## config.mk

```make
export PLATFORM = sky130hd
export DESIGN_NAME = itr_regs
export DESIGN_NICKNAME = d
export VERILOG_FILES = /design/src/pkg/itr_pkg.sv /design/src/core/itr_regs.sv /design/src/core/itr_sync2.sv
export SDC_FILE = /design/constraint.sdc
export NUM_CORES = 1
export LEC_CHECK = 0
export BUFFER_PORTS_ARGS = -buffer_cell sky130_fd_sc_hd__buf_2
export CAP_MARGIN = 40
export CORE_MARGIN = 1
export CORE_UTILIZATION = 50
export DETAILED_ROUTE_END_ITERATION = 10
export PLACE_DENSITY_LB_ADDON = 0.1
export SYNTH_ARGS = -nofsm -noshare
export SYNTH_HDL_FRONTEND = slang
export SYNTH_SLANG_ARGS = --single-unit
```

## constraint.sdc

```tcl
create_clock -name sys_clk -period 2.2 [get_ports sys_clk]
set_input_delay 0 -clock sys_clk [delete_from_list [all_inputs] [get_ports sys_clk]]
set_output_delay 0 -clock sys_clk [all_outputs]
set_load 0.01 [all_outputs]
```

## src/pkg/itr_pkg.sv

```systemverilog
package itr_pkg;

	// ==========================================================
	// Register byte offsets within the block's 4 KB window
	localparam logic [11:0] ITR_OFS_TEST_CONTROL  = 12'h300;
	localparam logic [11:0] ITR_OFS_VECTOR_INPUT  = 12'h308;
	localparam logic [11:0] ITR_OFS_OUTPUT_CTRL   = 12'h30C;
	localparam logic [11:0] ITR_OFS_VECTOR_OUTPUT = 12'h310;
	localparam logic [11:0] ITR_OFS_SAMPLED       = 12'h314;
	localparam logic [11:0] ITR_OFS_SAMPLED_CLEAR = 12'h318;

	// ==========================================================
	// Field positions
	localparam int ITR_BIT_TEST_ENABLE     = 0;
	localparam int ITR_BIT_SAMPLING_ENABLE = 1;
	localparam int ITR_BIT_ACK_FORWARD     = 9;
	localparam int ITR_BIT_VECTOR_VALID    = 8;
	localparam int ITR_BIT_REQUEST         = 7;
	localparam int ITR_BIT_FAST_REQUEST    = 6;

	// ==========================================================
	// Widths and reset values
	localparam int          ITR_SOURCES          = 32;
	localparam int          ITR_OUT_BITS         = 4;
	localparam logic [1:0]  ITR_RST_TEST_CONTROL = 2'h0;
	localparam logic [3:0]  ITR_RST_OUTPUT_CTRL  = 4'h0;
	localparam logic [31:0] ITR_RST_WORD         = 32'h00000000;

	// ==========================================================
	// Bus encodings
	localparam logic [1:0] ITR_HRESP_OKAY = 2'h0;
endpackage

```

## src/core/itr_regs.sv

```systemverilog
`timescale 1ns/1ns
module itr_regs
	import itr_pkg::*;
(
	// Clock, reset, enable
	input  wire logic        sys_clk,
	input  wire logic        reset_n,
	input  wire logic        clk_en,
	// Bus slave
	input  wire logic        hsel,
	input  wire logic [11:2] haddr,
	input  wire logic [1:0]  htrans,
	input  wire logic        hwrite,
	input  wire logic [2:0]  hsize,
	input  wire logic [3:0]  hprot,
	input  wire logic [31:0] hwdata,
	input  wire logic        hreadyin,
	output logic             hreadyout,
	output logic [1:0]       hresp,
	output logic [31:0]      hrdata,
	// Live signals from the interrupt core
	input  wire logic        request_internal,
	input  wire logic        fast_request_internal,
	input  wire logic        core_vector_valid,
	input  wire logic        core_ack_forward,
	input  wire logic [31:0] core_vector_out,
	// Interrupt source pins
	input  wire logic [31:0] raw_source,
	// Daisy chain
	input  wire logic [31:0] chain_vector_in,
	output logic [31:0]      chain_vector_to_core,
	output logic [31:0]      chain_vector_out,
	// Processor and chain outputs
	output logic             request_out_n,
	output logic             fast_request_out_n,
	output logic             vector_valid_out,
	output logic             ack_forward_out,
	// Mode levels to the core
	output logic             test_enable,
	output logic             sampling_enable
);

	// ==========================================================
	// Bus address phase capture
	logic        wr_pending;
	logic [11:0] wr_addr;
	logic        rd_take;
	logic        wr_take;
	logic [11:0] ph_addr;

	assign ph_addr = {haddr, 2'b00};
	assign rd_take = hsel && htrans[1] && hreadyin && !hwrite;
	assign wr_take = hsel && htrans[1] && hreadyin && hwrite;

	// Never stalls: every access ends in its first data phase
	assign hreadyout = 1'b1;
	assign hresp     = ITR_HRESP_OKAY;

	always_ff @(posedge sys_clk or negedge reset_n)
	begin
		if (!reset_n)
		begin
			wr_pending <= 1'b0;
			wr_addr    <= 12'h000;
		end
		else if (clk_en)
		begin
			wr_pending <= wr_take;
			wr_addr    <= ph_addr;
		end
	end

	logic wr_control;
	logic wr_vin;
	logic wr_outctl;
	logic wr_vout;
	logic wr_clear;

	assign wr_control = wr_pending && (wr_addr == ITR_OFS_TEST_CONTROL);
	assign wr_vin     = wr_pending && (wr_addr == ITR_OFS_VECTOR_INPUT);
	assign wr_outctl  = wr_pending && (wr_addr == ITR_OFS_OUTPUT_CTRL);
	assign wr_vout    = wr_pending && (wr_addr == ITR_OFS_VECTOR_OUTPUT);
	assign wr_clear   = wr_pending && (wr_addr == ITR_OFS_SAMPLED_CLEAR);

	// ==========================================================
	// Test control
	always_ff @(posedge sys_clk or negedge reset_n)
	begin
		if (!reset_n)
		begin
			test_enable     <= ITR_RST_TEST_CONTROL[ITR_BIT_TEST_ENABLE];
			sampling_enable <= ITR_RST_TEST_CONTROL[ITR_BIT_SAMPLING_ENABLE];
		end
		else if (clk_en && wr_control)
		begin
			test_enable     <= hwdata[ITR_BIT_TEST_ENABLE];
			sampling_enable <= hwdata[ITR_BIT_SAMPLING_ENABLE];
		end
	end

	// ==========================================================
	// Pin synchronisers
	logic [31:0] source_sync;
	logic [31:0] chain_in_sync;

	itr_sync2 #(.WIDTH(ITR_SOURCES)) u_source_sync
	(
		.sys_clk  (sys_clk),
		.reset_n  (reset_n),
		.clk_en   (clk_en),
		.async_in (raw_source),
		.sync_out (source_sync)
	);

	itr_sync2 #(.WIDTH(32)) u_chain_sync
	(
		.sys_clk  (sys_clk),
		.reset_n  (reset_n),
		.clk_en   (clk_en),
		.async_in (chain_vector_in),
		.sync_out (chain_in_sync)
	);

	// ==========================================================
	// Vector input override
	logic [31:0] vin_field;

	always_ff @(posedge sys_clk or negedge reset_n)
	begin
		if (!reset_n)
			vin_field <= ITR_RST_WORD;
		else if (clk_en && wr_vin && test_enable)
			vin_field <= hwdata;
	end

	always_ff @(posedge sys_clk or negedge reset_n)
	begin
		if (!reset_n)
			chain_vector_to_core <= ITR_RST_WORD;
		else if (clk_en)
			chain_vector_to_core <= test_enable ? vin_field : chain_in_sync;
	end

	// ==========================================================
	// Output control override
	logic [3:0] outctl_field;
	logic [3:0] outctl_live;
	logic [3:0] outctl_sel;
	logic [3:0] outctl_sync;

	assign outctl_live = {core_ack_forward, core_vector_valid,
		request_internal, fast_request_internal};

	always_ff @(posedge sys_clk or negedge reset_n)
	begin
		if (!reset_n)
			outctl_field <= ITR_RST_OUTPUT_CTRL;
		else if (clk_en && wr_outctl && test_enable)
			outctl_field <= hwdata[ITR_BIT_ACK_FORWARD:ITR_BIT_FAST_REQUEST];
	end

	assign outctl_sel = test_enable ? outctl_field : outctl_live;

	// Readback is resynchronised, so it trails the field by two cycles
	itr_sync2 #(.WIDTH(ITR_OUT_BITS)) u_outctl_sync
	(
		.sys_clk  (sys_clk),
		.reset_n  (reset_n),
		.clk_en   (clk_en),
		.async_in (outctl_sel),
		.sync_out (outctl_sync)
	);

	// Registered pins; request lines are active low toward the processor
	always_ff @(posedge sys_clk or negedge reset_n)
	begin
		if (!reset_n)
		begin
			ack_forward_out    <= 1'b0;
			vector_valid_out   <= 1'b0;
			request_out_n      <= 1'b1;
			fast_request_out_n <= 1'b1;
		end
		else if (clk_en)
		begin
			ack_forward_out    <= outctl_sel[3];
			vector_valid_out   <= outctl_sel[2];
			request_out_n      <= !outctl_sel[1];
			fast_request_out_n <= !outctl_sel[0];
		end
	end

	// ==========================================================
	// Vector output override
	logic [31:0] vout_field;

	always_ff @(posedge sys_clk or negedge reset_n)
	begin
		if (!reset_n)
			vout_field <= ITR_RST_WORD;
		else if (clk_en && wr_vout && test_enable)
			vout_field <= hwdata;
	end

	always_ff @(posedge sys_clk or negedge reset_n)
	begin
		if (!reset_n)
			chain_vector_out <= ITR_RST_WORD;
		else if (clk_en)
			chain_vector_out <= test_enable ? vout_field : core_vector_out;
	end

	// ==========================================================
	// Sampled source status
	logic [31:0] sampled_bits;

	// Only local sources feed this; the chained request has no bit
	generate
		for (genvar i = 0; i < ITR_SOURCES; i++)
		begin : g_sample
			always_ff @(posedge sys_clk or negedge reset_n)
			begin
				if (!reset_n)
					sampled_bits[i] <= 1'b0;
				else if (clk_en)
				begin
					if (sampling_enable && source_sync[i])
						sampled_bits[i] <= 1'b1;
					else if (sampling_enable && wr_clear && hwdata[i])
						sampled_bits[i] <= 1'b0;
				end
			end
		end
	endgenerate

	// ==========================================================
	// Read data, taken in the address phase
	logic [31:0] next_rdata;

	always_comb
	begin
		next_rdata = ITR_RST_WORD;
		case (ph_addr)
			ITR_OFS_TEST_CONTROL:
			begin
				next_rdata[ITR_BIT_TEST_ENABLE]     = test_enable;
				next_rdata[ITR_BIT_SAMPLING_ENABLE] = sampling_enable;
			end
			ITR_OFS_VECTOR_INPUT:
				next_rdata = test_enable ? vin_field : chain_in_sync;
			ITR_OFS_OUTPUT_CTRL:
				next_rdata[ITR_BIT_ACK_FORWARD:ITR_BIT_FAST_REQUEST] = outctl_sync;
			ITR_OFS_VECTOR_OUTPUT:
				next_rdata = test_enable ? vout_field : core_vector_out;
			ITR_OFS_SAMPLED:
				next_rdata = sampling_enable ? sampled_bits : ITR_RST_WORD;
			default:
				next_rdata = ITR_RST_WORD;
		endcase
	end

	always_ff @(posedge sys_clk or negedge reset_n)
	begin
		if (!reset_n)
			hrdata <= ITR_RST_WORD;
		else if (clk_en && rd_take)
			hrdata <= next_rdata;
	end
endmodule

```

## src/core/itr_sync2.sv

```systemverilog
`timescale 1ns/1ns
module itr_sync2
	import itr_pkg::*;
#(
	parameter int WIDTH = 1
)
(
	// Clock and reset
	input  wire logic             sys_clk,
	input  wire logic             reset_n,
	input  wire logic             clk_en,
	// Data
	input  wire logic [WIDTH-1:0] async_in,
	output logic      [WIDTH-1:0] sync_out
);

	logic [WIDTH-1:0] stage_one;

	// First stage feeds only the second stage
	always_ff @(posedge sys_clk or negedge reset_n)
	begin
		if (!reset_n)
		begin
			stage_one <= '0;
			sync_out  <= '0;
		end
		else if (clk_en)
		begin
			stage_one <= async_in;
			sync_out  <= stage_one;
		end
	end
endmodule

```

**Yosys cells after proc, flatten, opt, wreduce, memory -nomap -nowiden**

Cells that the tools add are included.

- Eq/ne operators: 10
- Multiplexer cells: 72
- Reductions and logical operators: 149

Operators with widths:

| cell | count |
|---|---|
| $eq A10 B8 Y1 const B | 10 |
| $mux W32 | 3 |
| $logic_and A1 B1 Y1 | 82 |
| $pmux W22 S3 | 1 |
| $mux W1 | 64 |
| $reduce_and A2 Y1 | 32 |
| $reduce_bool A2 Y1 | 32 |
| $pmux W4 S4 | 1 |
| $pmux W4 S3 | 1 |
| $pmux W2 S4 | 1 |
| $mux W4 | 1 |
| $logic_not A1 Y1 | 3 |

- Bits of input ports: 157
- Logic and storage cells: 283
- Bits in registers: 349
- Output and inout bits: 105

**Logic depth before layout (Yosys ltp)**

- Depth in word-level cells: 6
- Depth in mapped cells: 7
- Depth with buffers taken out: 4

**By module**

Synthesis repeated with hierarchy kept, for this count alone.

- Cells, all modules: 1125
- Area, all modules: 15407.3 µm²

By module, submodules not included:

| module | times used | cells each | seq. area each (µm²) | area an instance (µm²) |
|---|---|---|---|---|
| itr_regs | 1 | 838 | 5332.6 | 9718.1 |
| itr_sync2 at u_chain_sync ... | 2 | 135 | 1601.5 | 2678.8 |
| itr_sync2 at u_outctl_sync | 1 | 17 | 200.2 | 331.6 |

**Worst setup path before layout**

OpenSTA, ideal clock, no wires.

- Path type: register to register
- Start point: register wr_addr[11]
- End point: register vout_field[10]
- Library setup time: 0.125 ns
- Cell stages (with the launch flop): 7
- Data required time: 2.075 ns
- Setup slack: 0.015 ns
- Path buffers: 2
- Period minus slack after synthesis: 2.185 ns
- Data arrival time: 2.060 ns
- Path through: dfrtp_1 -> or3_4 -> or4_1 -> or2_1 -> buf_6 -> buf_6 -> mux2_4

- Cells in the longest elaborated chain, start to end: 4

RTL lines:

| what | line | RTL |
|---|---|---|
| start: declaration | itr_regs.sv:46 | `logic [11:0] wr_addr;` |
| start signal: assignment | itr_regs.sv:69 | `wr_addr <= ph_addr;` |
| $eq A10 B8 Y1 | itr_regs.sv:82 | `assign wr_vout = wr_pending && (wr_addr == ITR_OFS_VECTOR_OUTPUT);` |
| $logic_and A1 B1 Y1 | itr_regs.sv:82 |  |
| $logic_and A1 B1 Y1 (2 in series) | itr_regs.sv:201 | `else if (clk_en && wr_vout && test_enable)` |
| end signal: assignment | itr_regs.sv:202 | `vout_field <= hwdata;` |
| end: declaration | itr_regs.sv:195 | `logic [31:0] vout_field;` |

Every way passes these cells.
A chain may end at the register's enable or synchronous reset.

**Final worst setup path**

- Start point: register wr_addr[10]
- End point: register vout_field[2]

The elaborated chain is that of the path after synthesis.

==> results.md <==
- Run status: completed
- Drt pass-1 iters: 5
- Peak VDD IR: just over 0.0007 V
- Root Buffer: clkbuf_16
- Die Width: approximately 170 µm
- Yosys cell types: 44
- Post-synthesis sequential area ratio: 59.9%
- Unrepaired setup endpoints after global routing: no
- P&R area growth vs syn: 33.7%
- Most used DFF post-synth: dfrtp_1
- Via count: between 10000 and 15000
- Top Family by Delay on Critical Path: simple AND/OR/NAND/NOR gates
- Routability cong.: roughly 0.84
- Share of layout cells above drive strength 1: 44.4%
- Die extent in y: roughly 170 µm
- Worst-margin pin slew: 774 ps
- Fin crit period: 2160 ps
- Grt ovf: 0
- DP Cell Count: 1644
- Hold Path Class: in -> async
- Final nets: 1610
- Core Footprint: 28200 µm²
- CTS Buf Count: 38
- Synth Area per Inst: 14.0 µm²
- Initial DRC count: approximately 590
- Number of max-cap violations: 0
- Largest net degree at the start of global routing: 152
- H-tree levels: 2
- Initial antenna violation count: 1
- # setup viols final: 0
- # DRC: 0
- Port-buffer cells: between 200 and 300
- Fin. Hold Viols: 0
- Worst R2R Setup Slack: slightly below 40 ps
- Post-DR vias/cell: 5.44
- All-Layer GR Usage: 26.2%
- Worst Setup Start Kind: register
- Max Clk Rate: ~0.46 GHz
- First-pass GRT wire length: 58900 µm
- Slew HR: 48.4%
- Hpwl dp: 24600 µm
- Critical R2R Capture: vout_field[2]
- CP endpoint: vout_field[2]
- WL/cell: between 20 and 25 µm
- Max stage delay cell, worst path: or4_4
- Worst EP required: approximately 2600 ps
- Bufs on Longest Clock Path: 3
- Most frequent cells in the layout: dfrtp_1 (344), buf_2 (248), mux2_2 (246)
- Crit-path cells: or3_4, or4_4, or2_4, clkbuf_16, mux2_4
- Critical path class: reg -> reg
- Initial Util: about half
- Reg2reg path depth: 5
- Mapped cell area: between 10000 and 15000 µm²
- Worst path max stage delay: 440 ps
- Clk_skew: 17.7 ps
- Boundary Pins: 262
- Critical Path Start: wr_addr[10]
- Slack of the critical path: around 39 ps
- WP buf/inv: 1
- Antenna viol nets, final: 0
- Most common cell after layout, fill and taps aside: dfrtp_1
- Number of synthesized flops with an enable pin: 0
- CP Depth: 5
- Clock Sinks: around 350
- Final worst-path cycle share: 98.2%
- CP arrival: around 2600 ps
- Final core utilization: 68.8%
- Leak pwr: 0.00888 µW
- Non-filler cells, final: roughly 1900
- Clk_lat worst skew: 530 ps
- Total wire length: between 30000 and 40000 µm
- Synth async-reset ratio: 100%
- Cells after Synth: ~1000
- Setup TNS: 0 ps
- Crit path max fanout: 6
- Crit path capture type: register
- Vias in the first global route: 10481
- Placement Setup Slack: -83.5 ps
- Row count: 61
- PD cells: 814 nW/µm²
- Final Max Tran Viols: 0
- Crit Reg-Reg Startpoint: wr_addr[10]
- Register bit total from synthesis: 347
- TritonCTS clock tree: built
- Power Total: 15800 µW
- Die ar.: approximately 30000 µm²
- Synth warnings: 0
- Reg clk slew, reported paths: 70 ps
## layout make-up
class / count / area [µm²]
inverters: 5 / 18.8
well taps: 378 / 473
flip-flops and latches: 347 / 8690
clock inverters: 17 / 234
multi-input cells: 615 / 5560
clock buffers: 51 / 1090
fillers: 2072 / 8780
repair buffers: 446 / 3320
diodes: 1 / 2.50
## cells by family after synthesis
group,share of synthesized area (%)
other,0.0518
and+or+nand+nor,4.39
muxes,24.9
DFF,59.9
buffers and inverters,2.37
AOI/OAI and AO/OA,8.39
## worst reg2reg max path, delay by kind of cell, from the launching register on
kind | cells | cell delay, ps
and+or+nand+nor | 3 | 1160
DFF | 1 | 380
muxes | 1 | 300
buffers and inverters | 1 | 200
## repair_timing
action | 4_1_cts | 5_1_grt
setup endpoints to repair | 32 | 40
pin swaps | 2 | 2
hold endpoints to repair | 304 | 0
cloned | 1 | 1
buffers inserted | 0 | 1
hold buffers | 144 | 0
gates resized for setup | 4 | 4
## cell usage after synthesis, types with 15 or more instances
master	n	share of area [%]
mux2_4	30	3.1
mux2_2	246	19
clkbuf_1	42	1.1
nor2_1	38	0.98
dfrtp_1	345	60
a22oi_1	28	1.4
a21oi_1	38	1.3
mux2i_1	39	2.7
a22o_1	36	2.2
nand2_1	45	1.2
o21ai_0	18	0.62
and3_1	15	0.65
## state kept, by name, summed over array words and instances (netlist names), 3 cells and up
| register | cells |
|---|---|
| u_outctl_sync.sync_out | 4 |
| u_chain_sync.stage_one | 32 |
| vout_field | 32 |
| outctl_field | 4 |
| u_source_sync.sync_out | 32 |
| sampled_bits | 32 |
| chain_vector_out | 32 |
| vin_field | 32 |
| u_source_sync.stage_one | 32 |
| hrdata | 32 |
| u_outctl_sync.stage_one | 3 |
| wr_addr | 10 |
| chain_vector_to_core | 32 |
| u_chain_sync.sync_out | 32 |
## stage by stage
stage / cell area, µm² / hold slack [ps]
after floorplan: 14500 / -296
after global placement: 16500 / 95.3
after CTS: 19300 / 120
after detailed placement: 16500 / 83.2
after global routing: 19400 / 157
final: 19400 / 84.6
## worst min-delay path by stage
stage,start,endpoint,slack (ps),depth (start not counted)
2_1_floorplan,reset_n,ack_forward_out,-300,0
3_3_place_gp,reset_n,u_source_sync.stage_one[7],100,1
3_5_place_dp,reset_n,u_source_sync.stage_one[7],80,1
4_1_cts,clk_en,hrdata[31],120,6
5_1_grt,reset_n,u_source_sync.sync_out[7],160,2
6_report,reset_n,u_source_sync.sync_out[7],80,2
## per-layer routing
layer / share of wire [%] / global-route usage, % / wire length [µm] / vias to the layer above
li1: - / - / - / 4642
met2: 48 / 43.5 / 18400 / 303
met5: 0 / 0 / 0 / -
met3: 5.2 / 3.98 / 1990 / 51
met1: 44 / 35.6 / 16700 / 5128
met4: 2.4 / 7.93 / 898 / 0
## report_power, final
part	leakage, µW	switching (µW)	total [µW]	internal (µW)
registers	0.00432	322	7270	6950
logic	0.00391	831	1830	998
clock network	0.000642	2590	6680	4090
No activity file was read; power rests on OpenSTA's default activity.
